==> config.mk <==
export PLATFORM = sky130hd
export DESIGN_NAME = sfrc_top
export DESIGN_NICKNAME = d
export VERILOG_FILES = /design/src/include/sfrc_pkg.sv /design/src/hdl/sfrc_top.sv /design/src/hdl/sfrc_sync.sv
export VERILOG_INCLUDE_DIRS = /design/src /design/src/include
export SDC_FILE = /design/constraint.sdc
export NUM_CORES = 1
export LEC_CHECK = 0
export CAP_MARGIN = 20
export CORE_ASPECT_RATIO = 1.1
export CORE_UTILIZATION = 55
export CTS_CLUSTER_SIZE = 12
export DETAILED_ROUTE_END_ITERATION = 7
export DONT_BUFFER_PORTS = 1
export PLACE_DENSITY_LB_ADDON = 0.25
export SLEW_MARGIN = 20
export SYNTH_ARGS = -nofsm -noshare
export SYNTH_HDL_FRONTEND = slang
export SYNTH_SLANG_ARGS = --single-unit
==> constraint.sdc <==
create_clock -name clk_sys_i -period 2.34 [get_ports clk_sys_i]
set_input_delay 0.585 -clock clk_sys_i [delete_from_list [all_inputs] [get_ports clk_sys_i]]
set_output_delay 0.585 -clock clk_sys_i [all_outputs]
set_load 0.01 [all_outputs]
==> src/include/sfrc_params.svh <==
`ifndef SFRC_PARAMS_SVH
`define SFRC_PARAMS_SVH
// Summary of operation
// [RQ1] Host keeps serial clock static through the whole reset pattern.
// [RQ2] Reset requested when 0101 sampled on four consecutive select rises.
// [RQ3] Host drives serial input at select fall; device never drives it.
// [RQ4] Serial input is sampled as chip select returns high.
// [RQ5] Fourth matching pulse, value 5h, triggers the internal reset.
// [RQ6] Any serial clock edge during collection aborts the pattern.
// [RQ7] Reset in deepest sleep: buffer undefined, all volatile status defaulted.
// [RQ8] Reset elsewhere keeps buffer unless updating; volatile status defaulted.
// [RQ9] Non-volatile copies survive reset; one being written may corrupt.
// [RQ10] After reset the device returns to single-line serial mode.
// [RQ11] Select must rise on byte boundary; mid-byte operations are discarded.
// [RQ12] ABh executes after exactly 8 clocks, ignored after 9 or 10.
// [RQ13] ID read takes 40 clocks; 41 or 42 returns ID, stays asleep.
// [RQ14] Program command ending sets busy flag bit 0 until write finishes.
// [RQ15] Command 25h drives busy flag level onto serial output.
// [RQ16] Battery test EFh sets result field 7:6 to 01 while running.
// [RQ17] Completion gives 10 above threshold, 11 below.
// [RQ18] Threshold field 5:3 selects 1.8V to 3.2V in 200 mV steps.
// [RQ19] Load field 2:1 selects test load from zero to ten milliamps.
// [RQ20] Delay bit 0 selects 100 us or 1 ms load time.
// [RQ21] Command 25h also signals battery test completion.
// [RQ22] Command 0Ah rewrites sequential bytes within one page in one operation.
// [RQ23] Reset during non-volatile register write is deferred until it completes.
// [RQ24] Pattern detector restarts when a sampled level breaks the sequence.
`define SFRC_CMD_PROGRAM 8'h02
`define SFRC_CMD_RMW 8'h0A
`define SFRC_CMD_BUSY_OUT 8'h25
`define SFRC_CMD_WAKE 8'hAB
`define SFRC_CMD_BATTERY 8'hEF
`define SFRC_CMD_RD_SR6 8'h65
`define SFRC_CMD_WR_SR6 8'h71
`define SFRC_CMD_SLEEP 8'h79
`define SFRC_CMD_QUAD 8'h38
`define SFRC_CMD_NV_WRITE 8'h01
`define SFRC_RESET_PATTERN 4'h5
`define SFRC_ID_CLOCKS 6'h28
`define SFRC_BYTE_CLOCKS 6'h08
`define SFRC_RESULT_LSB 6
`define SFRC_RESULT_MSB 7
`define SFRC_SW_MSB 5
`define SFRC_THRESH_MSB 5
`define SFRC_THRESH_LSB 3
`define SFRC_LOAD_MSB 2
`define SFRC_LOAD_LSB 1
`define SFRC_DELAY_BIT 0
`define SFRC_SR6_ADDR 8'h06
`define SFRC_SR6_WR_CLOCKS 6'h18
`define SFRC_ADDR_LAST 6'h0F
`define SFRC_PATTERN_STEPS 3'h4
`define SFRC_RESULT_RUN 2'h1
`define SFRC_RESULT_HIGH 2'h2
`define SFRC_RESULT_LOW 2'h3
`define SFRC_SR6_RESET 8'h00
`define SFRC_DELAY_SHORT_US 100
`define SFRC_DELAY_LONG_US 1000
`define SFRC_CLK_MHZ 250
`endif

==> src/include/sfrc_pkg.sv <==
package sfrc_pkg;
  typedef enum logic [2:0] {
    SFRC_IDLE, SFRC_CMD, SFRC_ADDR, SFRC_DATA, SFRC_IGNORE
  } sfrc_phase_type;
  typedef enum logic [1:0] {
    SFRC_BAT_IDLE, SFRC_BAT_LOAD
  } sfrc_bat_type;
endpackage

==> src/hdl/sfrc_top.sv <==
`timescale 1ns/1ps
`include "sfrc_params.svh"
module sfrc_top #(
  parameter int LONG_DELAY_CYCLES =
    `SFRC_DELAY_LONG_US * `SFRC_CLK_MHZ,
  parameter int SHORT_DELAY_CYCLES =
    `SFRC_DELAY_SHORT_US * `SFRC_CLK_MHZ,
  parameter int WRITE_CYCLES = 1000
) (
  // System
  input wire logic clk_sys_i,
  input wire logic reset_n_i,
  // Serial pins
  input wire logic cs_n_i,
  input wire logic sck_i,
  input wire logic si_i,
  output logic so_o,
  output logic so_oe_o,
  // Analogue battery sense, pin level
  input wire logic battery_low_i,
  output logic [1:0] battery_load_o,
  output logic [2:0] battery_threshold_o,
  // Status
  output logic busy_flag_o,
  output logic deepest_sleep_o,
  output logic quad_mode_o,
  output logic pattern_reset_o,
  output logic buffer_undefined_o,
  output logic rmw_start_o,
  output logic nv_write_active_o,
  output logic [7:0] battery_test_control_status_o
);
  localparam int CNT_W = 18;
  logic cs_n_s, sck_s, si_s;
  logic cs_n_d, sck_d;
  logic cs_rise, cs_fall, sck_rise, sck_edge;
  logic cs_sel_s, battery_low_s;
  logic [5:0] bit_cnt;
  logic [7:0] shift;
  logic [7:0] cmd;
  logic [3:0] pattern;
  logic [2:0] pat_cnt;
  logic reset_pending;
  logic busy_flag;
  logic busy_out_mode;
  logic [7:0] sr6;
  sfrc_pkg::sfrc_bat_type bat_state;
  logic [CNT_W-1:0] bat_cnt;
  logic [CNT_W-1:0] wr_cnt;
  logic nv_active;
  logic deepest_sleep;
  logic quad_mode;
  logic byte_end;

  initial begin
    if (LONG_DELAY_CYCLES >= (1 << CNT_W) || SHORT_DELAY_CYCLES < 1 ||
        WRITE_CYCLES >= (1 << CNT_W) || WRITE_CYCLES < 1) begin
      $error("sfrc_top counts exceed counter width");
    end
  end

  sfrc_sync #(
    .WIDTH(4)
  ) u_sync (
    .clk_sys_i(clk_sys_i),
    .reset_n_i(reset_n_i),
    .async_i({~cs_n_i, sck_i, si_i, battery_low_i}),
    .sync_o({cs_sel_s, sck_s, si_s, battery_low_s})
  );
  // Select crosses active high so reset leaves it at its idle level
  assign cs_n_s = !cs_sel_s;

  always_ff @(posedge clk_sys_i or negedge reset_n_i) begin
    if (!reset_n_i) begin
      cs_n_d <= 1'b1;
      sck_d <= 1'b0;
    end else begin
      cs_n_d <= cs_n_s;
      sck_d <= sck_s;
    end
  end

  assign cs_rise = cs_n_s && !cs_n_d;
  assign cs_fall = !cs_n_s && cs_n_d;
  assign sck_rise = sck_s && !sck_d && !cs_n_s;
  assign sck_edge = sck_s != sck_d;
  assign byte_end = bit_cnt[2:0] == 3'h0;

  // [RQ2] Pattern collector; [RQ4] sample at select rise
  always_ff @(posedge clk_sys_i or negedge reset_n_i) begin
    if (!reset_n_i) begin
      pattern <= 4'h0;
      pat_cnt <= 3'h0;
    end else if (sck_edge) begin
      // [RQ6] Clock activity aborts collection
      pattern <= 4'h0;
      pat_cnt <= 3'h0;
    end else if (cs_rise && bit_cnt == 6'h00) begin
      // [RQ24] Mismatch restarts, keeping a low as a new first step
      if (si_s == pat_cnt[0]) begin
        pattern <= {pattern[2:0], si_s};
        pat_cnt <= (pat_cnt == `SFRC_PATTERN_STEPS) ? 3'h0 :
          pat_cnt + 3'h1;
      end else begin
        pattern <= 4'h0;
        pat_cnt <= si_s ? 3'h0 : 3'h1;
      end
    end else if (pat_cnt == `SFRC_PATTERN_STEPS) begin
      pat_cnt <= 3'h0;
    end
  end

  // [RQ5] Fourth match, value 5h, requests reset; [RQ23] defer behind NV
  always_ff @(posedge clk_sys_i or negedge reset_n_i) begin
    if (!reset_n_i) begin
      reset_pending <= 1'b0;
    end else if (pat_cnt == `SFRC_PATTERN_STEPS &&
        pattern == `SFRC_RESET_PATTERN) begin
      reset_pending <= 1'b1;
    end else if (reset_pending && !nv_active) begin
      reset_pending <= 1'b0;
    end
  end

  logic do_reset;
  assign do_reset = reset_pending && !nv_active;
  assign pattern_reset_o = do_reset;

  // [RQ3] Device never drives serial input; only shifts it in
  always_ff @(posedge clk_sys_i or negedge reset_n_i) begin
    if (!reset_n_i) begin
      bit_cnt <= 6'h00;
      shift <= 8'h00;
    end else if (cs_n_s) begin
      bit_cnt <= 6'h00;
    end else if (sck_rise) begin
      shift <= {shift[6:0], si_s};
      if (bit_cnt != 6'h3F) begin
        bit_cnt <= bit_cnt + 6'h01;
      end
    end
  end

  always_ff @(posedge clk_sys_i or negedge reset_n_i) begin
    if (!reset_n_i) begin
      cmd <= 8'h00;
    end else if (cs_fall) begin
      cmd <= 8'h00;
    end else if (sck_rise && bit_cnt == `SFRC_BYTE_CLOCKS - 6'h01) begin
      cmd <= {shift[6:0], si_s};
    end
  end

  logic end_ok;
  logic id_done;
  // [RQ11] Only a byte-aligned select rise completes an operation
  assign end_ok = cs_rise && byte_end && bit_cnt != 6'h00;
  // [RQ13] Clock 40 done; 41/42 leave it unaligned
  assign id_done = bit_cnt >= `SFRC_ID_CLOCKS;

  // [RQ12] Wake only after whole command; [RQ7] sleep state tracked
  always_ff @(posedge clk_sys_i or negedge reset_n_i) begin
    if (!reset_n_i) begin
      deepest_sleep <= 1'b0;
    end else if (do_reset) begin
      deepest_sleep <= 1'b0;
    end else if (end_ok && cmd == `SFRC_CMD_WAKE) begin
      if (bit_cnt == `SFRC_BYTE_CLOCKS || id_done) begin
        deepest_sleep <= 1'b0;
      end
    end else if (end_ok && cmd == `SFRC_CMD_SLEEP) begin
      deepest_sleep <= 1'b1;
    end
  end

  // [RQ10] Reset returns to single-line mode
  always_ff @(posedge clk_sys_i or negedge reset_n_i) begin
    if (!reset_n_i) begin
      quad_mode <= 1'b0;
    end else if (do_reset) begin
      quad_mode <= 1'b0;
    end else if (end_ok && cmd == `SFRC_CMD_QUAD) begin
      quad_mode <= 1'b1;
    end
  end

  // [RQ7] Buffer undefined after reset in deepest sleep; [RQ8] else kept unless select is low mid-transfer
  always_ff @(posedge clk_sys_i or negedge reset_n_i) begin
    if (!reset_n_i) begin
      buffer_undefined_o <= 1'b0;
    end else if (do_reset) begin
      buffer_undefined_o <= deepest_sleep || (!cs_n_s && bit_cnt != 6'h00);
    end else if (end_ok && cmd == `SFRC_CMD_PROGRAM) begin
      buffer_undefined_o <= 1'b0;
    end
  end

  // [RQ9] NV write runs to completion, only its copy may corrupt
  always_ff @(posedge clk_sys_i or negedge reset_n_i) begin
    if (!reset_n_i) begin
      nv_active <= 1'b0;
      wr_cnt <= '0;
    end else if (end_ok && cmd == `SFRC_CMD_NV_WRITE && !busy_flag) begin
      nv_active <= 1'b1;
      wr_cnt <= CNT_W'(WRITE_CYCLES - 1);
    end else if (nv_active) begin
      if (wr_cnt == '0) begin
        nv_active <= 1'b0;
      end else begin
        wr_cnt <= wr_cnt - 1'b1;
      end
    end
  end
  assign nv_write_active_o = nv_active;

  logic prog_go;
  logic [CNT_W-1:0] prog_cnt;
  assign prog_go = end_ok && !busy_flag && !deepest_sleep &&
    (cmd == `SFRC_CMD_PROGRAM || cmd == `SFRC_CMD_RMW);
  // [RQ22] Read-modify-write launched as one operation
  assign rmw_start_o = end_ok && !busy_flag && !deepest_sleep &&
    cmd == `SFRC_CMD_RMW;

  // [RQ14] Busy set at program end, falls when write completes
  always_ff @(posedge clk_sys_i or negedge reset_n_i) begin
    if (!reset_n_i) begin
      prog_cnt <= '0;
    end else if (prog_go) begin
      prog_cnt <= CNT_W'(WRITE_CYCLES - 1);
    end else if (prog_cnt != '0) begin
      prog_cnt <= prog_cnt - 1'b1;
    end
  end

  always_comb begin
    busy_flag = nv_active || prog_cnt != '0 ||
      bat_state == sfrc_pkg::SFRC_BAT_LOAD;
  end
  assign busy_flag_o = busy_flag;

  // [RQ15] Busy level on output from 25h until select rises
  always_ff @(posedge clk_sys_i or negedge reset_n_i) begin
    if (!reset_n_i) begin
      busy_out_mode <= 1'b0;
    end else if (cs_n_s || do_reset) begin
      busy_out_mode <= 1'b0;
    end else if (sck_rise && bit_cnt == `SFRC_BYTE_CLOCKS - 6'h01 &&
        {shift[6:0], si_s} == `SFRC_CMD_BUSY_OUT) begin
      busy_out_mode <= 1'b1;
    end
  end

  // [RQ21] Battery test keeps busy set, so 25h shows its end
  always_ff @(posedge clk_sys_i or negedge reset_n_i) begin
    if (!reset_n_i) begin
      so_o <= 1'b0;
      so_oe_o <= 1'b0;
    end else begin
      so_o <= busy_flag;
      so_oe_o <= busy_out_mode && !cs_n_s;
    end
  end

  // [RQ16] Battery test state machine; [RQ20] delay select
  always_ff @(posedge clk_sys_i or negedge reset_n_i) begin
    if (!reset_n_i) begin
      bat_state <= sfrc_pkg::SFRC_BAT_IDLE;
      bat_cnt <= '0;
    end else if (do_reset) begin
      bat_state <= sfrc_pkg::SFRC_BAT_IDLE;
    end else begin
      unique case (bat_state)
        sfrc_pkg::SFRC_BAT_IDLE: begin
          if (end_ok && cmd == `SFRC_CMD_BATTERY && !busy_flag) begin
            bat_state <= sfrc_pkg::SFRC_BAT_LOAD;
            bat_cnt <= sr6[`SFRC_DELAY_BIT] ? CNT_W'(LONG_DELAY_CYCLES - 1)
                              : CNT_W'(SHORT_DELAY_CYCLES - 1);
          end
        end
        sfrc_pkg::SFRC_BAT_LOAD: begin
          if (bat_cnt == '0) begin
            bat_state <= sfrc_pkg::SFRC_BAT_IDLE;
          end else begin
            bat_cnt <= bat_cnt - 1'b1;
          end
        end
      endcase
    end
  end

  logic bat_done;
  logic sr6_write;
  assign bat_done = bat_state == sfrc_pkg::SFRC_BAT_LOAD && bat_cnt == '0;
  // Indirect write of the battery register: command, address 06h, data
  assign sr6_write = end_ok && cmd == `SFRC_CMD_WR_SR6 &&
    bit_cnt == `SFRC_SR6_WR_CLOCKS && !busy_flag;
  logic [7:0] addr;
  always_ff @(posedge clk_sys_i or negedge reset_n_i) begin
    if (!reset_n_i) begin
      addr <= 8'h00;
    end else if (sck_rise && bit_cnt == `SFRC_ADDR_LAST) begin
      addr <= {shift[6:0], si_s};
    end
  end

  // [RQ7] [RQ8] Volatile register defaults on reset
  always_ff @(posedge clk_sys_i or negedge reset_n_i) begin
    if (!reset_n_i) begin
      sr6 <= `SFRC_SR6_RESET;
    end else if (do_reset) begin
      sr6 <= `SFRC_SR6_RESET;
    end else if (bat_done) begin
      // [RQ17] Result by comparison against threshold
      sr6[`SFRC_RESULT_MSB:`SFRC_RESULT_LSB] <= battery_low_s ?
        `SFRC_RESULT_LOW : `SFRC_RESULT_HIGH;
    end else if (end_ok && cmd == `SFRC_CMD_BATTERY && !busy_flag) begin
      sr6[`SFRC_RESULT_MSB:`SFRC_RESULT_LSB] <= `SFRC_RESULT_RUN;
    end else if (sr6_write && addr == `SFRC_SR6_ADDR) begin
      // Result field is read only; software sets the rest
      sr6[`SFRC_SW_MSB:0] <= shift[`SFRC_SW_MSB:0];
    end
  end

  // [RQ18] Threshold code; [RQ19] load code drive the analogue side
  assign battery_threshold_o = sr6[`SFRC_THRESH_MSB:`SFRC_THRESH_LSB];
  assign battery_load_o = sr6[`SFRC_LOAD_MSB:`SFRC_LOAD_LSB];
  assign battery_test_control_status_o = sr6;
  assign deepest_sleep_o = deepest_sleep;
  assign quad_mode_o = quad_mode;
endmodule

==> src/hdl/sfrc_sync.sv <==
`timescale 1ns/1ps
module sfrc_sync #(
  parameter int WIDTH = 3
) (
  input wire logic clk_sys_i,
  input wire logic reset_n_i,
  input wire logic [WIDTH-1:0] async_i,
  output logic [WIDTH-1:0] sync_o
);
  logic [WIDTH-1:0] stage;

  initial begin
    if (WIDTH < 1) begin
      $error("sfrc_sync needs WIDTH of at least one");
    end
  end

  // Stage one feeds only stage two to settle metastability
  always_ff @(posedge clk_sys_i or negedge reset_n_i) begin
    if (!reset_n_i) begin
      stage <= '0;
      sync_o <= '0;
    end else begin
      stage <= async_i;
      sync_o <= stage;
    end
  end
endmodule

==> qor.yml <==
worst_setup_path:
  path_max_fanout: 3
  worstReg2RegStart: "wr_cnt[10]"
  r2r.worst_path.cells: 7
  required_ps: 1750
  worst_setup_path_end_kind: "output pin"
  setup.worst_path.class: "register to output pin"
  critical_path.reg2reg.endpoint: "wr_cnt[1]"
  ff2ff_setup_slack_ps: 60
  critical_path.startpoint: "bit_cnt[1]"
  capturing_instance_or_port_of_the_critical_path: "rmw_start_o"
  timing.critical_path.arrival_ps: 1900
  critPathLaunchType: "register"
yosys:
  ys_ff_latch: 117
  synthDistinctLibCells: 65
  async_flop_share_pct: 100
  seq_total_area_yosys_pct: 50.4
  dominantRegCellSynth: "sky130_fd_sc_hd__dfrtp_1"
  yosysWarningCount: 0
  number_of_enable_flip_flop_cells_after_synthesis: 0
  number_of_instances_in_the_synthesized_netlist: 572
  synthesis.nets: 590
  syn-cell-area_um2: 5820
  avgSynthCellArea_um2: 10.2
outcome:
  violated_checks: "negative hold slack, negative setup slack"
  outcome: "finished, violations left"
cts:
  num_clock_sinks: 117
  tritoncts_clock_tree: "yes"
  h-tree-depth: 4
  cts_made_buffers: 17
  clk-insertion-delay-late_ps: 420
  cts_buffer_depth: 2
  ctsRootBufferMaster: "sky130_fd_sc_hd__clkbuf_16"
  clk_pin_slew_worst_paths_ps: 50
timing:
  slew-limit-headroom_pct: 69.1
  slew_violations: 0
  fmaxAchievable_mhz: 403
  final_critical_path_setup_slack_ps: -141
  setup_repair_after_global_routing_missed_its_margin: "yes"
  worst_pin_slew_ps: 463
  fin_crit_sh_pct: 106
  hold_ws_ps: -140
  setup-violations-final: 1
  clock_skew_ps: 8.67
  final_period_minus_worst_setup_slack_ps: 2480
  timing.final.hold_violations: 116
floorplanning:
  placementRows: 39
  initial_utilization_pct: 56.2
  core_area_um2: 10300
  die_w_um: 100
  num_io_pins: 28
  dieArea_um2: 11000
  floorplan.die.height_um: 110
grt:
  grt_max_degree: 118
  grt_antenna_before_repair: 0
  gr_overflow_total: 0
  first_global_vias: 4382
  grt_pass1_wl_um: 21600
  gr-usage-all-layers_pct: 25.9
routing:
  drt_first_pass_iters: 5
  route.detailed.drc: 0
  first_iter_violations: 296
  route.vias.total: 4558
  detail-route-antenna-nets: 0
  viasPerCell: 5.80
  postRouteWirelength_um: 13300
  detail_route.wl_per_cell_um: 16.9
place:
  gp_congestion: 0.832
  detailed_place_hpwl_um: 8530
  port_buffers: 0
  placement_stage_worst_setup_slack_ps: 80.5
  detailed_place.area_um2: 6180
  place.detailed.instances: 730
pwr:
  power.density_nw_per_um2: 716
  p_leak_nw: 3.51
  peak_supply_drop_mv: 0.682
job:
  max_cap_violations: 0
finish:
  number_of_nets_at_the_end_of_the_flow: 648
  finalCoreUtilization_pct: 68.8
  fillCellCount: 804
  drive_gt1_share_pct: 21.9
  mostFrequentLayoutCell: "sky130_fd_sc_hd__dfrtp_1"
  most-common-layout-cells: "sky130_fd_sc_hd__dfrtp_1 (115), sky130_fd_sc_hd__nor2_1 (68), sky130_fd_sc_hd__nand2_1 (56), sky130_fd_sc_hd__buf_4 (54), sky130_fd_sc_hd__nand3_1 (23)"
  antenna_cells_inserted: 0
  finalNonFillerCells: 786
  fin_area_um2: 7120
  area_growth_pct: 22.4
hold_path:
  kind_of_path_behind_the_tightest_hold_check: "input port to async pin"
-- Yosys cell counts (all sizes together), types with 3 or more instances --
library cell	number	area share (%)
a21boi	3	0.39
a21oi	20	1.7
a22o	6	0.90
a31oi	7	0.75
and2	6	0.65
and3	7	0.75
buf	12	1.2
clkbuf	7	0.45
dfrtp	116	50
ha	12	2.6
inv	16	1.0
mux2	16	3.1
mux2i	16	2.8
nand2	57	3.7
nand2b	3	0.32
nand3	25	2.2
nand3b	5	0.71
nand4	7	0.75
nand4b	3	0.45
nor2	71	4.6
nor2b	8	0.86
nor3	20	1.9
nor3b	11	1.5
nor4	15	2.1
nor4b	7	1.3
nor4bb	3	0.52
o21ai	25	2.3
o31ai	3	0.62
or3	7	0.75
or4	6	0.84
xnor2	17	2.6
xor2	14	2.1
-- worst min-delay path by stage --
stage / start / endpoint / slack (ps) / depth (start not counted)
after floorplan: reset_n_i / addr[0] / 290 / 0
after global placement: reset_n_i / prog_cnt[12] / 290 / 0
after detailed placement: reset_n_i / prog_cnt[14] / 290 / 0
after CTS: reset_n_i / prog_cnt[10] / -150 / 0
after global routing: reset_n_i / prog_cnt[10] / -160 / 0
final: reset_n_i / prog_cnt[8] / -140 / 0
-- state kept, by name (all words and copies together) (netlist names), 3 cells and up --
| name | cells |
|---|---|
| bat_cnt | 18 |
| prog_cnt | 18 |
| wr_cnt | 18 |
| addr | 8 |
| battery_test_control_status_o | 8 |
| cmd | 8 |
| shift | 7 |
| bit_cnt | 6 |
| pattern | 4 |
| u_sync.stage | 4 |
| u_sync.sync_o | 4 |
| pat_cnt | 3 |
-- repair_timing --
action,CTS,global route
setup endpoints to repair,2,10
pin swaps,7,5
hold endpoints to repair,116,117
gates resized for setup,19,10
setup buffers,10,14
-- critical path: stages (launching register included) --
cell and delay [ps]:
sky130_fd_sc_hd__dfrtp_1 410, sky130_fd_sc_hd__inv_2 90, sky130_fd_sc_hd__ha_4 140, sky130_fd_sc_hd__nor4b_4 210, sky130_fd_sc_hd__buf_4 150, sky130_fd_sc_hd__nand4b_1 140, sky130_fd_sc_hd__nor2_4 120, sky130_fd_sc_hd__and3_4 200
-- final cells by class --
type | instances | area [µm²] | share of cell area, %
multi-input combinational | 419 | 2850 | 40.0
inverter | 17 | 66.3 | 0.931
clock inverter | 9 | 148 | 2.07
clock buffer | 23 | 488 | 6.85
tap | 143 | 179 | 2.51
sequential | 117 | 2930 | 41.1
timing repair buffer | 58 | 462 | 6.48
-- where the power goes --
part           switching (mW)  leakage, nW  internal [mW]
clock                   0.886        0.313           1.88
combinational          0.0603         1.60         0.0882
sequential             0.0924         1.60           2.09
total                    1.04         3.51           4.06
-- cells by family (layout without fill, tap and decap cells) --
| family | Yosys count | count (layout) | synth area share, % |
|---|---|---|---|
| AND/OR/NAND/NOR | 270 | 270 | 25.5 |
| multiplexers | 32 | 32 | 5.85 |
| buffers and inverters | 36 | 107 | 2.82 |
| AO/OA/AOI/OAI | 74 | 74 | 8.26 |
| adder cells (fa/ha/maj) | 12 | 12 | 2.58 |
| flip-flops | 117 | 117 | 50.4 |
| XOR/XNOR | 31 | 31 | 4.67 |
-- through the flow --
stage	total power [mW]	setup TNS, ps
global route	5.25	-500
CTS	5.13	-139
finish	5.10	-141
floorplan	2.29	0
global placement	2.34	0
detailed placement	2.35	0
-- layer usage --
| metal | vias up | GRT usage [%] | share of wire, % |
|---|---|---|---|
| met4 | 0 | 12.4 | 2.4 |
| met3 | 27 | 7.44 | 5.0 |
| met1 | 2273 | 32.8 | 43 |
| met5 | - | 0 | 0 |
| li1 | 2141 | - | - |
| met2 | 117 | 41.1 | 50 |
(Power assumes the default switching activity.)
